===== src/mscc_defines.vh =====
// Contract
// R1 - Mode strap high at start-up selects fuse-page mode, low selects bus mode.
// R2 - Mode is latched at power-up; later strap changes do not alter it.
// R3 - Fuse-page mode loads page {select bit1, select bit0} into active registers.
// R4 - In fuse-page mode bus pins are page selects, bus off, address strap ignored.
// R5 - Changing mode needs a strap change followed by a full power cycle.
// R6 - Select change then strap high switches page; no strap within 350 us enters bus mode.
// R7 - Select change causes internal power cycle and reload, stable within 1.5 ms.
// R8 - Bus mode starts from fuse page 0; fuse-page mode from the selected page.
// R9 - Host rewrites active registers after every power cycle; writes are not kept.
// R10 - power_down_bit R10[1] set enters low power, cleared leaves it.
// R11 - idle_entry_select R10[4] at 0 with outputs disabled enters low power.
// R12 - Host enters low power before divider, spread or format changes.
// R13 - page0_reload_inhibit R10[2] set stops page 0 reload on low-power exit.
// R14 - strap_resample_inhibit R10[3] set stops strap and select resampling on exit.
// R15 - Exit with both inhibits set leaves register contents unchanged.
// R16 - Exit with reload allowed and resample inhibited copies fuse page 0.
// R17 - Exit with resampling and mode strap high enters fuse mode, loads selected page.
// R18 - Fuse array is fixed; fuse_programmed_flag R0[0] always reads 1.
// R19 - Only spread, pair enables, pair formats, spread setting differ between pages.
// R20 - Bus address upper five bits come from bus_address_field R12[14:10].
// R21 - Strap low/high/data/clock gives address 0x68/0x69/0x6A/0x6B.
// R22 - address_low_bits_from_pin R12[15] at 0 takes whole address from R12[14:8].
// R23 - Host sets power_down_bit, writes registers, then clears power_down_bit.
`ifndef MSCC_DEFINES_VH
`define MSCC_DEFINES_VH

`define MSCC_DW              16
`define MSCC_AW              8
`define MSCC_NREG            16
`define MSCC_IDX_W           4
`define MSCC_IDX_LAST        4'hF

// Register indices
`define MSCC_R_ID            4'h0
`define MSCC_R_SPREAD        4'h4
`define MSCC_R_SPREAD_CFG    4'h9
`define MSCC_R_CTRL          4'hA
`define MSCC_R_OUTPUT        4'hB
`define MSCC_R_ADDR          4'hC

// Field positions
`define MSCC_B_FUSE_PROG     0
`define MSCC_B_SPREAD_EN     0
`define MSCC_F_SPREAD_SET    11:9
`define MSCC_B_PWR_DOWN      1
`define MSCC_B_RELOAD_INH    2
`define MSCC_B_RESAMPLE_INH  3
`define MSCC_B_IDLE_SEL      4
`define MSCC_B_AB_EN         0
`define MSCC_B_CD_EN         1
`define MSCC_F_AB_FMT        3:2
`define MSCC_F_CD_FMT        5:4
`define MSCC_B_ADDR_PIN      15
`define MSCC_F_ADDR_HI       14:10
`define MSCC_F_ADDR_LO       9:8

// Fuse contents common to all pages
`define MSCC_FUSE_R0         16'h0001
`define MSCC_FUSE_R12        16'hE800
`define MSCC_FUSE_COMMON     16'h0000

// Per-page fields, one bit or field per page, page 0 lowest
`define MSCC_PG_SPREAD_EN    4'hA
`define MSCC_PG_AB_EN        4'hF
`define MSCC_PG_CD_EN        4'hF
`define MSCC_PG_AB_FMT       8'h00
`define MSCC_PG_CD_FMT       8'h00
`define MSCC_PG_SPREAD_SET   12'h4C8

`define MSCC_PAGE0           2'h0
`define MSCC_WORD0           4'h0

// Timing
`define MSCC_CLK_PERIOD_NS   4
`define MSCC_SWITCH_WIN_NS   350000
// 350 us window at a 4 ns clock
`define MSCC_SWITCH_WIN_CYC  17'h155CC
`define MSCC_SWITCH_CNT_W    17

`endif


===== src/mscc_fuse_rom.v =====
`timescale 1ns/100ps
`include "mscc_defines.vh"
module mscc_fuse_rom
(
    input  wire [1:0]             page,
    input  wire [`MSCC_IDX_W-1:0] word,
    output reg  [`MSCC_DW-1:0]    data
);

localparam [3:0]  PG_SPREAD_EN  = `MSCC_PG_SPREAD_EN;
localparam [3:0]  PG_AB_EN      = `MSCC_PG_AB_EN;
localparam [3:0]  PG_CD_EN      = `MSCC_PG_CD_EN;
localparam [7:0]  PG_AB_FMT     = `MSCC_PG_AB_FMT;
localparam [7:0]  PG_CD_FMT     = `MSCC_PG_CD_FMT;
localparam [11:0] PG_SPREAD_SET = `MSCC_PG_SPREAD_SET;

wire [3:0]  shift3;
wire [2:0]  shift2;
wire [11:0] spread_set_sh;
wire [7:0]  ab_fmt_sh;
wire [7:0]  cd_fmt_sh;

// Bit offsets of the page's field: three or two bits per page
assign shift3        = {1'b0, page, 1'b0} + {2'b00, page};
assign shift2        = {page, 1'b0};
assign spread_set_sh = PG_SPREAD_SET >> shift3;
assign ab_fmt_sh     = PG_AB_FMT >> shift2;
assign cd_fmt_sh     = PG_CD_FMT >> shift2;

// ----------------------------------------
// Fixed fuse pages
// ----------------------------------------
always @*
begin
    if (word == `MSCC_R_ID)
        data = `MSCC_FUSE_R0; // R18
    else if (word == `MSCC_R_ADDR)
        data = `MSCC_FUSE_R12;
    else
        data = `MSCC_FUSE_COMMON;
    // Only these fields vary between pages
    if (word == `MSCC_R_SPREAD)
        data[`MSCC_B_SPREAD_EN] = PG_SPREAD_EN[page]; // R19
    if (word == `MSCC_R_SPREAD_CFG)
        data[`MSCC_F_SPREAD_SET] = spread_set_sh[2:0]; // R19
    if (word == `MSCC_R_OUTPUT)
    begin
        data[`MSCC_B_AB_EN]  = PG_AB_EN[page]; // R19
        data[`MSCC_B_CD_EN]  = PG_CD_EN[page];
        data[`MSCC_F_AB_FMT] = ab_fmt_sh[1:0];
        data[`MSCC_F_CD_FMT] = cd_fmt_sh[1:0];
    end
end

endmodule


===== src/mscc_config_ctrl.v =====
`timescale 1ns/100ps
`include "mscc_defines.vh"
module mscc_config_ctrl
#(
    parameter [`MSCC_SWITCH_CNT_W-1:0] SWITCH_WIN_CYC = `MSCC_SWITCH_WIN_CYC
)
(
    input  wire                   mclk,
    input  wire                   srst,
    input  wire                   mode_strap_in,
    input  wire                   page_select_bit0,
    input  wire                   page_select_bit1,
    input  wire [1:0]             addr_strap_in,
    input  wire [`MSCC_AW-1:0]    reg_addr,
    input  wire [`MSCC_DW-1:0]    reg_wdata,
    input  wire                   reg_wr,
    input  wire                   reg_rd,
    output reg  [`MSCC_DW-1:0]    reg_rdata,
    output reg                    fuse_mode,
    output reg                    bus_enable,
    output reg  [6:0]             bus_target_addr,
    output reg  [1:0]             active_page,
    output reg                    low_power,
    output reg                    config_stable,
    output reg                    spread_enable,
    output reg  [2:0]             spread_setting,
    output reg                    pair_ab_enable,
    output reg                    pair_cd_enable,
    output reg  [1:0]             pair_ab_format,
    output reg  [1:0]             pair_cd_format
);

// ----------------------------------------
// States
// ----------------------------------------
localparam [4:0] ST_POR    = 5'h01;
localparam [4:0] ST_LOAD   = 5'h02;
localparam [4:0] ST_RUN    = 5'h04;
localparam [4:0] ST_LOWPWR = 5'h08;
localparam [4:0] ST_SWITCH = 5'h10;

// ----------------------------------------
// Storage
// ----------------------------------------
reg  [`MSCC_DW-1:0]           regs_reg [0:`MSCC_NREG-1];
reg  [4:0]                    state_reg;
reg                           mode_reg;
reg  [1:0]                    page_reg;
reg  [1:0]                    addr_strap_reg;
reg  [`MSCC_IDX_W-1:0]        word_reg;
reg  [`MSCC_SWITCH_CNT_W-1:0] win_cnt_reg;
wire [`MSCC_DW-1:0]           rom_data;
wire [1:0]                    sel_pins;
wire                          addr_hit;
wire [`MSCC_IDX_W-1:0]        idx;
wire [`MSCC_DW-1:0]           ctrl_word;
wire [`MSCC_DW-1:0]           out_word;
wire                          pwr_down;
wire                          idle_sel;
wire                          reload_inh;
wire                          resample_inh;
wire                          outs_off;
wire                          lp_req;
wire                          host_wr;
wire                          settled;
integer                       i;

assign sel_pins     = {page_select_bit1, page_select_bit0}; // R3
assign addr_hit     = (reg_addr[`MSCC_AW-1:`MSCC_IDX_W] == {(`MSCC_AW-`MSCC_IDX_W){1'b0}});
assign idx          = reg_addr[`MSCC_IDX_W-1:0];
assign ctrl_word    = regs_reg[`MSCC_R_CTRL];
assign out_word     = regs_reg[`MSCC_R_OUTPUT];
assign pwr_down     = ctrl_word[`MSCC_B_PWR_DOWN];
assign idle_sel     = ctrl_word[`MSCC_B_IDLE_SEL];
assign reload_inh   = ctrl_word[`MSCC_B_RELOAD_INH];
assign resample_inh = ctrl_word[`MSCC_B_RESAMPLE_INH];
assign outs_off     = ~out_word[`MSCC_B_AB_EN] & ~out_word[`MSCC_B_CD_EN];
assign lp_req       = pwr_down | (~idle_sel & outs_off); // R10 R11
// Host writes registers only in bus mode and outside a load
assign settled      = (state_reg == ST_RUN) | (state_reg == ST_LOWPWR);
assign host_wr      = reg_wr & addr_hit & ~mode_reg & settled; // R4

mscc_fuse_rom u_rom
(
    .page (page_reg),
    .word (word_reg),
    .data (rom_data)
);

// ----------------------------------------
// Configuration sequencer
// ----------------------------------------
always @(posedge mclk)
begin
    if (srst)
    begin
        state_reg      <= ST_POR;
        mode_reg       <= 1'b0;
        page_reg       <= `MSCC_PAGE0;
        addr_strap_reg <= 2'h0;
        word_reg       <= `MSCC_WORD0;
        win_cnt_reg    <= {`MSCC_SWITCH_CNT_W{1'b0}};
        for (i = 0; i < `MSCC_NREG; i = i + 1)
            regs_reg[i] <= {`MSCC_DW{1'b0}};
    end
    else
    begin
        case (state_reg)
            ST_POR:
            begin
                // Straps caught once after power-up release
                mode_reg       <= mode_strap_in; // R1 R2 R5
                addr_strap_reg <= addr_strap_in;
                page_reg       <= mode_strap_in ? sel_pins : `MSCC_PAGE0; // R8
                word_reg       <= `MSCC_WORD0;
                state_reg      <= ST_LOAD;
            end
            ST_LOAD:
            begin
                regs_reg[word_reg] <= rom_data; // R3 R8
                word_reg           <= word_reg + 4'h1;
                if (word_reg == `MSCC_IDX_LAST)
                    state_reg <= ST_RUN;
            end
            ST_RUN:
            begin
                if (host_wr)
                begin
                    regs_reg[idx] <= reg_wdata;
                    if (idx == `MSCC_R_ID)
                        regs_reg[idx][`MSCC_B_FUSE_PROG] <= 1'b1; // R18
                end
                if (lp_req)
                    state_reg <= ST_LOWPWR; // R10 R11
                else if (mode_reg && (sel_pins != page_reg))
                begin
                    win_cnt_reg <= {`MSCC_SWITCH_CNT_W{1'b0}};
                    state_reg   <= ST_SWITCH; // R6
                end
            end
            ST_SWITCH:
            begin
                win_cnt_reg <= win_cnt_reg + 1'b1;
                word_reg    <= `MSCC_WORD0;
                if (mode_strap_in)
                begin
                    page_reg  <= sel_pins; // R6 R7
                    state_reg <= ST_LOAD;
                end
                else if (win_cnt_reg == SWITCH_WIN_CYC - 1'b1)
                begin
                    mode_reg  <= 1'b0; // R6
                    page_reg  <= `MSCC_PAGE0;
                    state_reg <= ST_LOAD;
                end
            end
            ST_LOWPWR:
            begin
                if (host_wr)
                begin
                    regs_reg[idx] <= reg_wdata;
                    if (idx == `MSCC_R_ID)
                        regs_reg[idx][`MSCC_B_FUSE_PROG] <= 1'b1; // R18
                end
                word_reg <= `MSCC_WORD0;
                if (!lp_req)
                begin
                    if (!resample_inh)
                    begin
                        // Pins taken again on leaving low power
                        mode_reg       <= mode_strap_in; // R14
                        addr_strap_reg <= addr_strap_in;
                        if (mode_strap_in)
                        begin
                            page_reg  <= sel_pins; // R17
                            state_reg <= ST_LOAD;
                        end
                        else if (!reload_inh)
                        begin
                            page_reg  <= `MSCC_PAGE0; // R13
                            state_reg <= ST_LOAD;
                        end
                        else
                            state_reg <= ST_RUN;
                    end
                    else if (!reload_inh)
                    begin
                        page_reg  <= `MSCC_PAGE0; // R16
                        state_reg <= ST_LOAD;
                    end
                    else
                        state_reg <= ST_RUN; // R15
                end
            end
            default:
                state_reg <= ST_POR;
        endcase
    end
end

// ----------------------------------------
// Register read port
// ----------------------------------------
always @(posedge mclk)
begin
    if (srst)
        reg_rdata <= {`MSCC_DW{1'b0}};
    else if (reg_rd && addr_hit && !mode_reg) // R4
        reg_rdata <= regs_reg[idx];
    else
        reg_rdata <= {`MSCC_DW{1'b0}};
end

// ----------------------------------------
// Status and configuration outputs
// ----------------------------------------
always @(posedge mclk)
begin
    if (srst)
    begin
        fuse_mode       <= 1'b0;
        bus_enable      <= 1'b0;
        bus_target_addr <= 7'h00;
        active_page     <= 2'h0;
        low_power       <= 1'b0;
        config_stable   <= 1'b0;
        spread_enable   <= 1'b0;
        spread_setting  <= 3'h0;
        pair_ab_enable  <= 1'b0;
        pair_cd_enable  <= 1'b0;
        pair_ab_format  <= 2'h0;
        pair_cd_format  <= 2'h0;
    end
    else
    begin
        fuse_mode     <= mode_reg;
        bus_enable    <= ~mode_reg & settled; // R4
        active_page   <= page_reg;
        low_power     <= (state_reg == ST_LOWPWR);
        config_stable <= settled; // R7
        if (mode_reg)
            bus_target_addr <= 7'h00; // R4
        else if (regs_reg[`MSCC_R_ADDR][`MSCC_B_ADDR_PIN])
            bus_target_addr <= {regs_reg[`MSCC_R_ADDR][`MSCC_F_ADDR_HI], addr_strap_reg}; // R20 R21
        else
            bus_target_addr <= {regs_reg[`MSCC_R_ADDR][`MSCC_F_ADDR_HI],
                                regs_reg[`MSCC_R_ADDR][`MSCC_F_ADDR_LO]}; // R22
        spread_enable  <= regs_reg[`MSCC_R_SPREAD][`MSCC_B_SPREAD_EN];
        spread_setting <= regs_reg[`MSCC_R_SPREAD_CFG][`MSCC_F_SPREAD_SET];
        pair_ab_enable <= out_word[`MSCC_B_AB_EN];
        pair_cd_enable <= out_word[`MSCC_B_CD_EN];
        pair_ab_format <= out_word[`MSCC_F_AB_FMT];
        pair_cd_format <= out_word[`MSCC_F_CD_FMT];
    end
end

endmodule


===== config.mk =====
export PLATFORM = sky130hd
export DESIGN_NAME = mscc_config_ctrl
export DESIGN_NICKNAME = d
export VERILOG_FILES = /design/src/mscc_fuse_rom.v /design/src/mscc_config_ctrl.v
export VERILOG_INCLUDE_DIRS = /design/src
export SDC_FILE = /design/constraint.sdc
export NUM_CORES = 1
export LEC_CHECK = 0
export BUFFER_PORTS_ARGS = -buffer_cell sky130_fd_sc_hd__clkbuf_2
export CORE_UTILIZATION = 65
export CTS_BUF_LIST = sky130_fd_sc_hd__clkbuf_4 sky130_fd_sc_hd__clkbuf_8 sky130_fd_sc_hd__clkbuf_16
export CTS_CLUSTER_SIZE = 28
export DETAILED_ROUTE_END_ITERATION = 10
export HOLD_SLACK_MARGIN = 0.06
export PLACE_DENSITY = 0.84
export SKIP_LAST_GASP = 1
export SLEW_MARGIN = 20
export SYNTH_ARGS = -nofsm -noshare
export SYNTH_HDL_FRONTEND = slang
export SYNTH_SLANG_ARGS = --single-unit

===== constraint.sdc =====
create_clock -name mclk -period 11.5 [get_ports mclk]
set_input_delay 2.875 -clock mclk [delete_from_list [all_inputs] [get_ports mclk]]
set_output_delay 2.875 -clock mclk [all_outputs]
set_load 0.02 [all_outputs]

### After elaboration in Yosys (flattened, before gate mapping)

Memories as Yosys holds them, arrays and structs flattened. A register that Yosys moved wholly into a read port is not among the register bits.
Index checks and enable logic that the tools add are counted.

* multiplexer cells: 70
* $add $sub $neg: 3
* shift operators: 2
* bitwise logic cells: 17
* reductions and logical operators: 21
* $lt $le $gt $ge: 1
* equality and inequality tests: 21

Operators by type and width (count)
* 16-bit 2-to-1 mux: 4
* 5-bit 2-to-1 mux: 7
* 17-bit 2-to-1 mux: 2
* 17-bit one-hot mux with 2 select lines: 1
* 16-bit OR reduction: 2
* 1-bit 2-to-1 mux: 31
* 5-bit one-hot mux with 5 select lines: 1
* 2-bit 2-to-1 mux: 11
* 17-bit by 1-bit adder with 17-bit output, second input constant: 1
* 17-bit == test, second input constant: 1
* 4-bit == test, second input constant: 4
* 15-bit 2-to-1 mux: 1
* 4-bit zero test: 3
* 2-bit != test, second input constant: 6
* 11-bit by 4-bit right shift with 3-bit output, first input constant: 1
* 3-bit 2-to-1 mux: 3
* 3-bit AND reduction: 3
* 4-bit 2-to-1 mux: 2
* 4-bit one-hot mux with 2 select lines: 1
* 1-bit AND: 6
* 6-bit 2-to-1 mux: 1
* 1-bit OR: 6
* 2-bit one-hot mux with 3 select lines: 1
* 2-bit nonzero test: 3
* other kinds (25): 33

* word-level logic and storage cells: 152
* register bits: 50
* memories: 1
* RAM bits: 256
* output and inout bits: 39
* input bits: 33

Memory list
* regs_reg: words 16, bits a word 16, read ports 6, clocked after memory_dff 3, write ports 16, line mscc_config_ctrl.v:45 `` reg [`MSCC_DW-1:0] regs_reg [0:`MSCC_NREG-1]; ``

### Longest topological paths before layout

* depth after elaboration: 13
* gate-level depth with buffers: 8
* gate-level depth less buffers: 7

### Hierarchy

A second synthesis with hierarchy kept.

* cells, all modules: 1054
* area, all modules: 14498.9 µm²

Modules (own cells, without submodules)
* mscc_config_ctrl: cells an instance 1027, seq. area each 9088.7 µm², instances 1, area an instance 14271.2 µm²
* mscc_fuse_rom: cells an instance 27, seq. area each 0.0 µm², instances 1, area an instance 227.7 µm²

### Worst setup path after synthesis

Ideal clock, no wire load.

* kind: input-to-reg
* from: input port reg_addr[5]
* to: memory regs_reg[13][10] in the netlist's numbering, enable pin
* arrival time: 5498 ps
* data required time: 11089 ps
* setup time: 411 ps
* path slack: 5591 ps
* path buffers: 1
* stages: 5
* cells stage by stage: or4_1 nor4_4 nand3_2 clkbuf_1 o31ai_1

RTL lines
* start: declaration: line mscc_config_ctrl.v:14 `` input wire [`MSCC_AW-1:0] reg_addr, ``
* end: declaration: line mscc_config_ctrl.v:45

==> summary by stage <==
Global routing
The global-route met1 utilization is 0.5067. The met2 capacity usage during global routing is 0.5488. The total grt overflow is 0. Entering global routing, the biggest net connects 60 pins. The total routing usage reported by global routing is 0.3680. The most utilized layer in the global route result is met2. For this run, global-route usage on met3 was measured as 0.1243.

The first global-routing pass estimated 62,040 um of wire. The number of global-route vias before repair came to 9,945. The number of antenna violations at the first check in global routing came to 2.

Route
Summed over all layers, the routed wires come to 41,910 um. The starting DRC count in detailed routing is 1,900. Detailed routing inserted a total of 10,690 vias. In the routed design, unresolved DRC markers number 10.

The iteration count of the initial detailed-routing pass is 9. The number of routed nets with antenna violations is 0. The per-cell routed wire length is 28.03 um. After detailed routing, the number of vias per cell comes to 7.149.

Layout
In the final layout, the share of cells above drive strength 1 is 0.2033. The number of diodes is 0. In the final layout, flip-flops and latches occupy 9089 um^2.

The area of the multi-input gates is 5381 um^2. The number of nets in the layout is 1,229. The register with the most flip-flops in the layout has 256 of them.

After routing the design area is 16,480 um^2. The final-layout fill cell count is 1,354. Once layout is complete, the utilization of the core stands at 0.7481.

From synthesis to final layout, the design area changed by 12.16%.

Setup path
STA classifies the critical path endpoint as a flip-flop. The buffering stage count on the worst path with inverters included is 3. The longest individual stage delay on the worst path is 0.96 ns. The library cell appearing most often on the critical path is buf_4. The highest fanout seen on the critical path is 50. The data arrival at the endpoint of the critical path is 6.19 ns. The master of the slowest instance on the critical path is o31ai_4. The worst setup path category is in -> reg. The worst register-to-register path begins at mode_reg. The worst setup path is launched from a primary input. Tracing the worst setup path back leads to its startpoint at srst. The critical path goes through clkbuf_2 > buf_4 > or2_2 > nor4_4 > buf_4 > nand3b_2 > o31ai_4. For the worst setup path, the data required time is 11.64 ns. The kind of cell with the highest combined delay along the critical path is simple AND/OR/NAND/NOR gates.

Placement
The worst slack at placement is 4.720 ns. The standard cell area after detailed placement is 15,280 um^2. The half-perimeter wire length after detailed placement is 27,830 um. Buffers placed on the I/O ports in this run total 71. The congestion estimate from routability-driven global placement came to 0.9868.

Die
The core area is 22,030 um^2. The number of ports placed on the die boundary is 72. The number of placement rows is 54. Measured along the x axis, the die boundary spans 152.3 um.

The height of the die is 152.3 um. The full die area is 23,210 um^2. The effective utilization at floorplan is 0.6670.

Clock network
For the worst-skew pair, the clock arrives at the later sink with an insertion delay of 0.54 ns. The clock transition at the registers of the reported paths is 0.06 ns. TritonCTS built the clock tree. For this design, the sink count on the clock tree is 326. Buffers added to address setup during post-CTS repair amount to 0.

Counting along the longest clock path gives a buffer depth of 3. The clock tree synthesis step divided the H-tree into 2 levels. CTS placed an instance of clkbuf_16 at the clock tree root.

The CTS buffer count is 34. The number of gates given a new drive strength after cts is 0. The quantity of hold-fixing buffers added after cts is 0.

Synth
By area the synthesized netlist is led by edfxtp_1 52%, mux4_2 12%, dfxtp_1 9.5%, nor2_1 7.5%, o31ai_1 1.5%. The biggest area contributor in the post-synthesis netlist is edfxtp_1. The register area share after synthesis is 0.6186. Averaged over all synthesized cells, the footprint is 12.73 um^2. The synthesized netlist cell count is 1,154. The netlist area before placement is 14,690 um^2.

The yosys synthesis warning count is 0. Yosys mapped a number of flops with a built-in enable equal to 256. Among all flip-flop cells after synthesis, the most frequent one is edfxtp_1. The cell with the most instances after synthesis is nor2_1. By count the netlist is led by 294 x nor2_1, 256 x edfxtp_1, 80 x mux4_2. The count of state elements after synthesis is 326. Counting every net in the synthesized netlist gives 1,194. The netlist uses 55 different library cells. Of the post-synthesis cell area, the dominant cell type holds 0.5232. The async set-reset flop share out of synthesis is 0.

Status
The flow ran to the end, but the final reports show violations. The final reports fail on design-rule violations.

Timing
Derived from the worst setup path, the maximum achievable clock frequency is 165.5 MHz. The accumulated negative setup slack is 0 ns. The relative max-transition margin is 0.2798. The post-route clock skew is 0.01768 ns. The number of setup violations in the final report is 0. In the post-route analysis, the smallest setup slack over all paths is 5.459 ns.

The worst path in the final design needs a cycle of 6.041 ns, including I/O delays and setup. The final hold violation count is 0. Setup repair after global routing left no endpoint under its margin.

The final count of pins violating max slew came to 0. For the pin with the worst max-slew slack, the measured transition is 1.050 ns. The share of the cycle needed by the critical path after routing is 0.5253.

Job
The max-cap check violation count is 0.

Pwr
In this run the static leakage power is 5.676 nW. In this run the power density over the cells is 164.8 nW/um^2. Across the VDD grid, the largest voltage drop is 0.1473 mV.

Hold path
The class of the most critical hold timing path is reg -> reg. In this run the most critical hold path is launched from win_cnt_reg[8].
-- area by class of cell --
| type | count | area share |
|---|---|---|
| flip-flops and latches | 326 | 0.5516 |
| repair buffers | 80 | 0.02597 |
| multi-input cells | 736 | 0.3266 |
| inverters | 11 | 0.002506 |
| clock inverters | 20 | 0.01458 |
| clock buffers | 42 | 0.05756 |
| well taps | 280 | 0.02126 |
-- through the flow --
stage                     power, mW  hold slack [ns]  instances
after floorplan               1.487           0.4428       1154
after global placement        1.556           0.4611       1432
after detailed placement      1.563           0.4766       1432
after CTS                     2.704           0.4877       1494
final                         2.715           0.4851       1495
after global routing          2.769           0.5053       1495
-- cells in the final DEF, fill, tap and decap left out, drive strengths merged, types with 11 or more instances in the layout --
cell / synthesis / final
nand3: 27 / 27
nor2b: 15 / 15
or4: 12 / 12
a31oi: 31 / 31
o21ai: 21 / 21
buf: 26 / 11
a211oi: 18 / 18
o31ai: 29 / 29
nor2: 294 / 294
mux4: 80 / 80
clkbuf: 55 / 111
clkinv: 2 / 13
edfxtp: 256 / 256
dfxtp: 70 / 70
inv: 9 / 11
and2: 12 / 12
a21oi: 40 / 40
and3: 24 / 24
nand2: 42 / 42
-- worst reg2reg max path: stages, from the launching register on --
cell and delay, ns:
dfxtp_1 0.40, or2_2 0.39, nor4_4 0.78, buf_4 0.31, nand3b_2 0.47, o31ai_4 0.97
-- power breakdown --
part           switching (mW)  total [mW]  leakage (nW)  internal [mW]
clock                   0.466        1.17         0.586          0.701
combinational           0.140       0.216          1.88         0.0760
sequential             0.0230        1.33          3.21           1.31
-- worst paths after layout --
path	to	slack, ns	cells past startpoint
min	win_cnt_reg[8]	0.49	2
max	regs_reg[0][3]	5.46	7
min reg2reg	win_cnt_reg[8]	0.49	2
max reg2reg	regs_reg[0][3]	7.79	5
-- cell families after synthesis --
family | Yosys count | synth area share
flip-flops | 326 | 0.6186
AND/OR/NAND/NOR | 477 | 0.1493
buffers and inverters | 92 | 0.02529
adder cells (fa/ha/maj) | 7 | 0.005961
XOR/XNOR | 9 | 0.005366
AO/OA/AOI/OAI | 155 | 0.06737
multiplexers | 88 | 0.1281
-- layer usage --
metal	wire length (um)	share of wire
met1	14630	0.35
met2	18830	0.45
met3	6641	0.16
met4	1780	0.042
met5	28	0.00067
(Power assumes the default switching activity.)
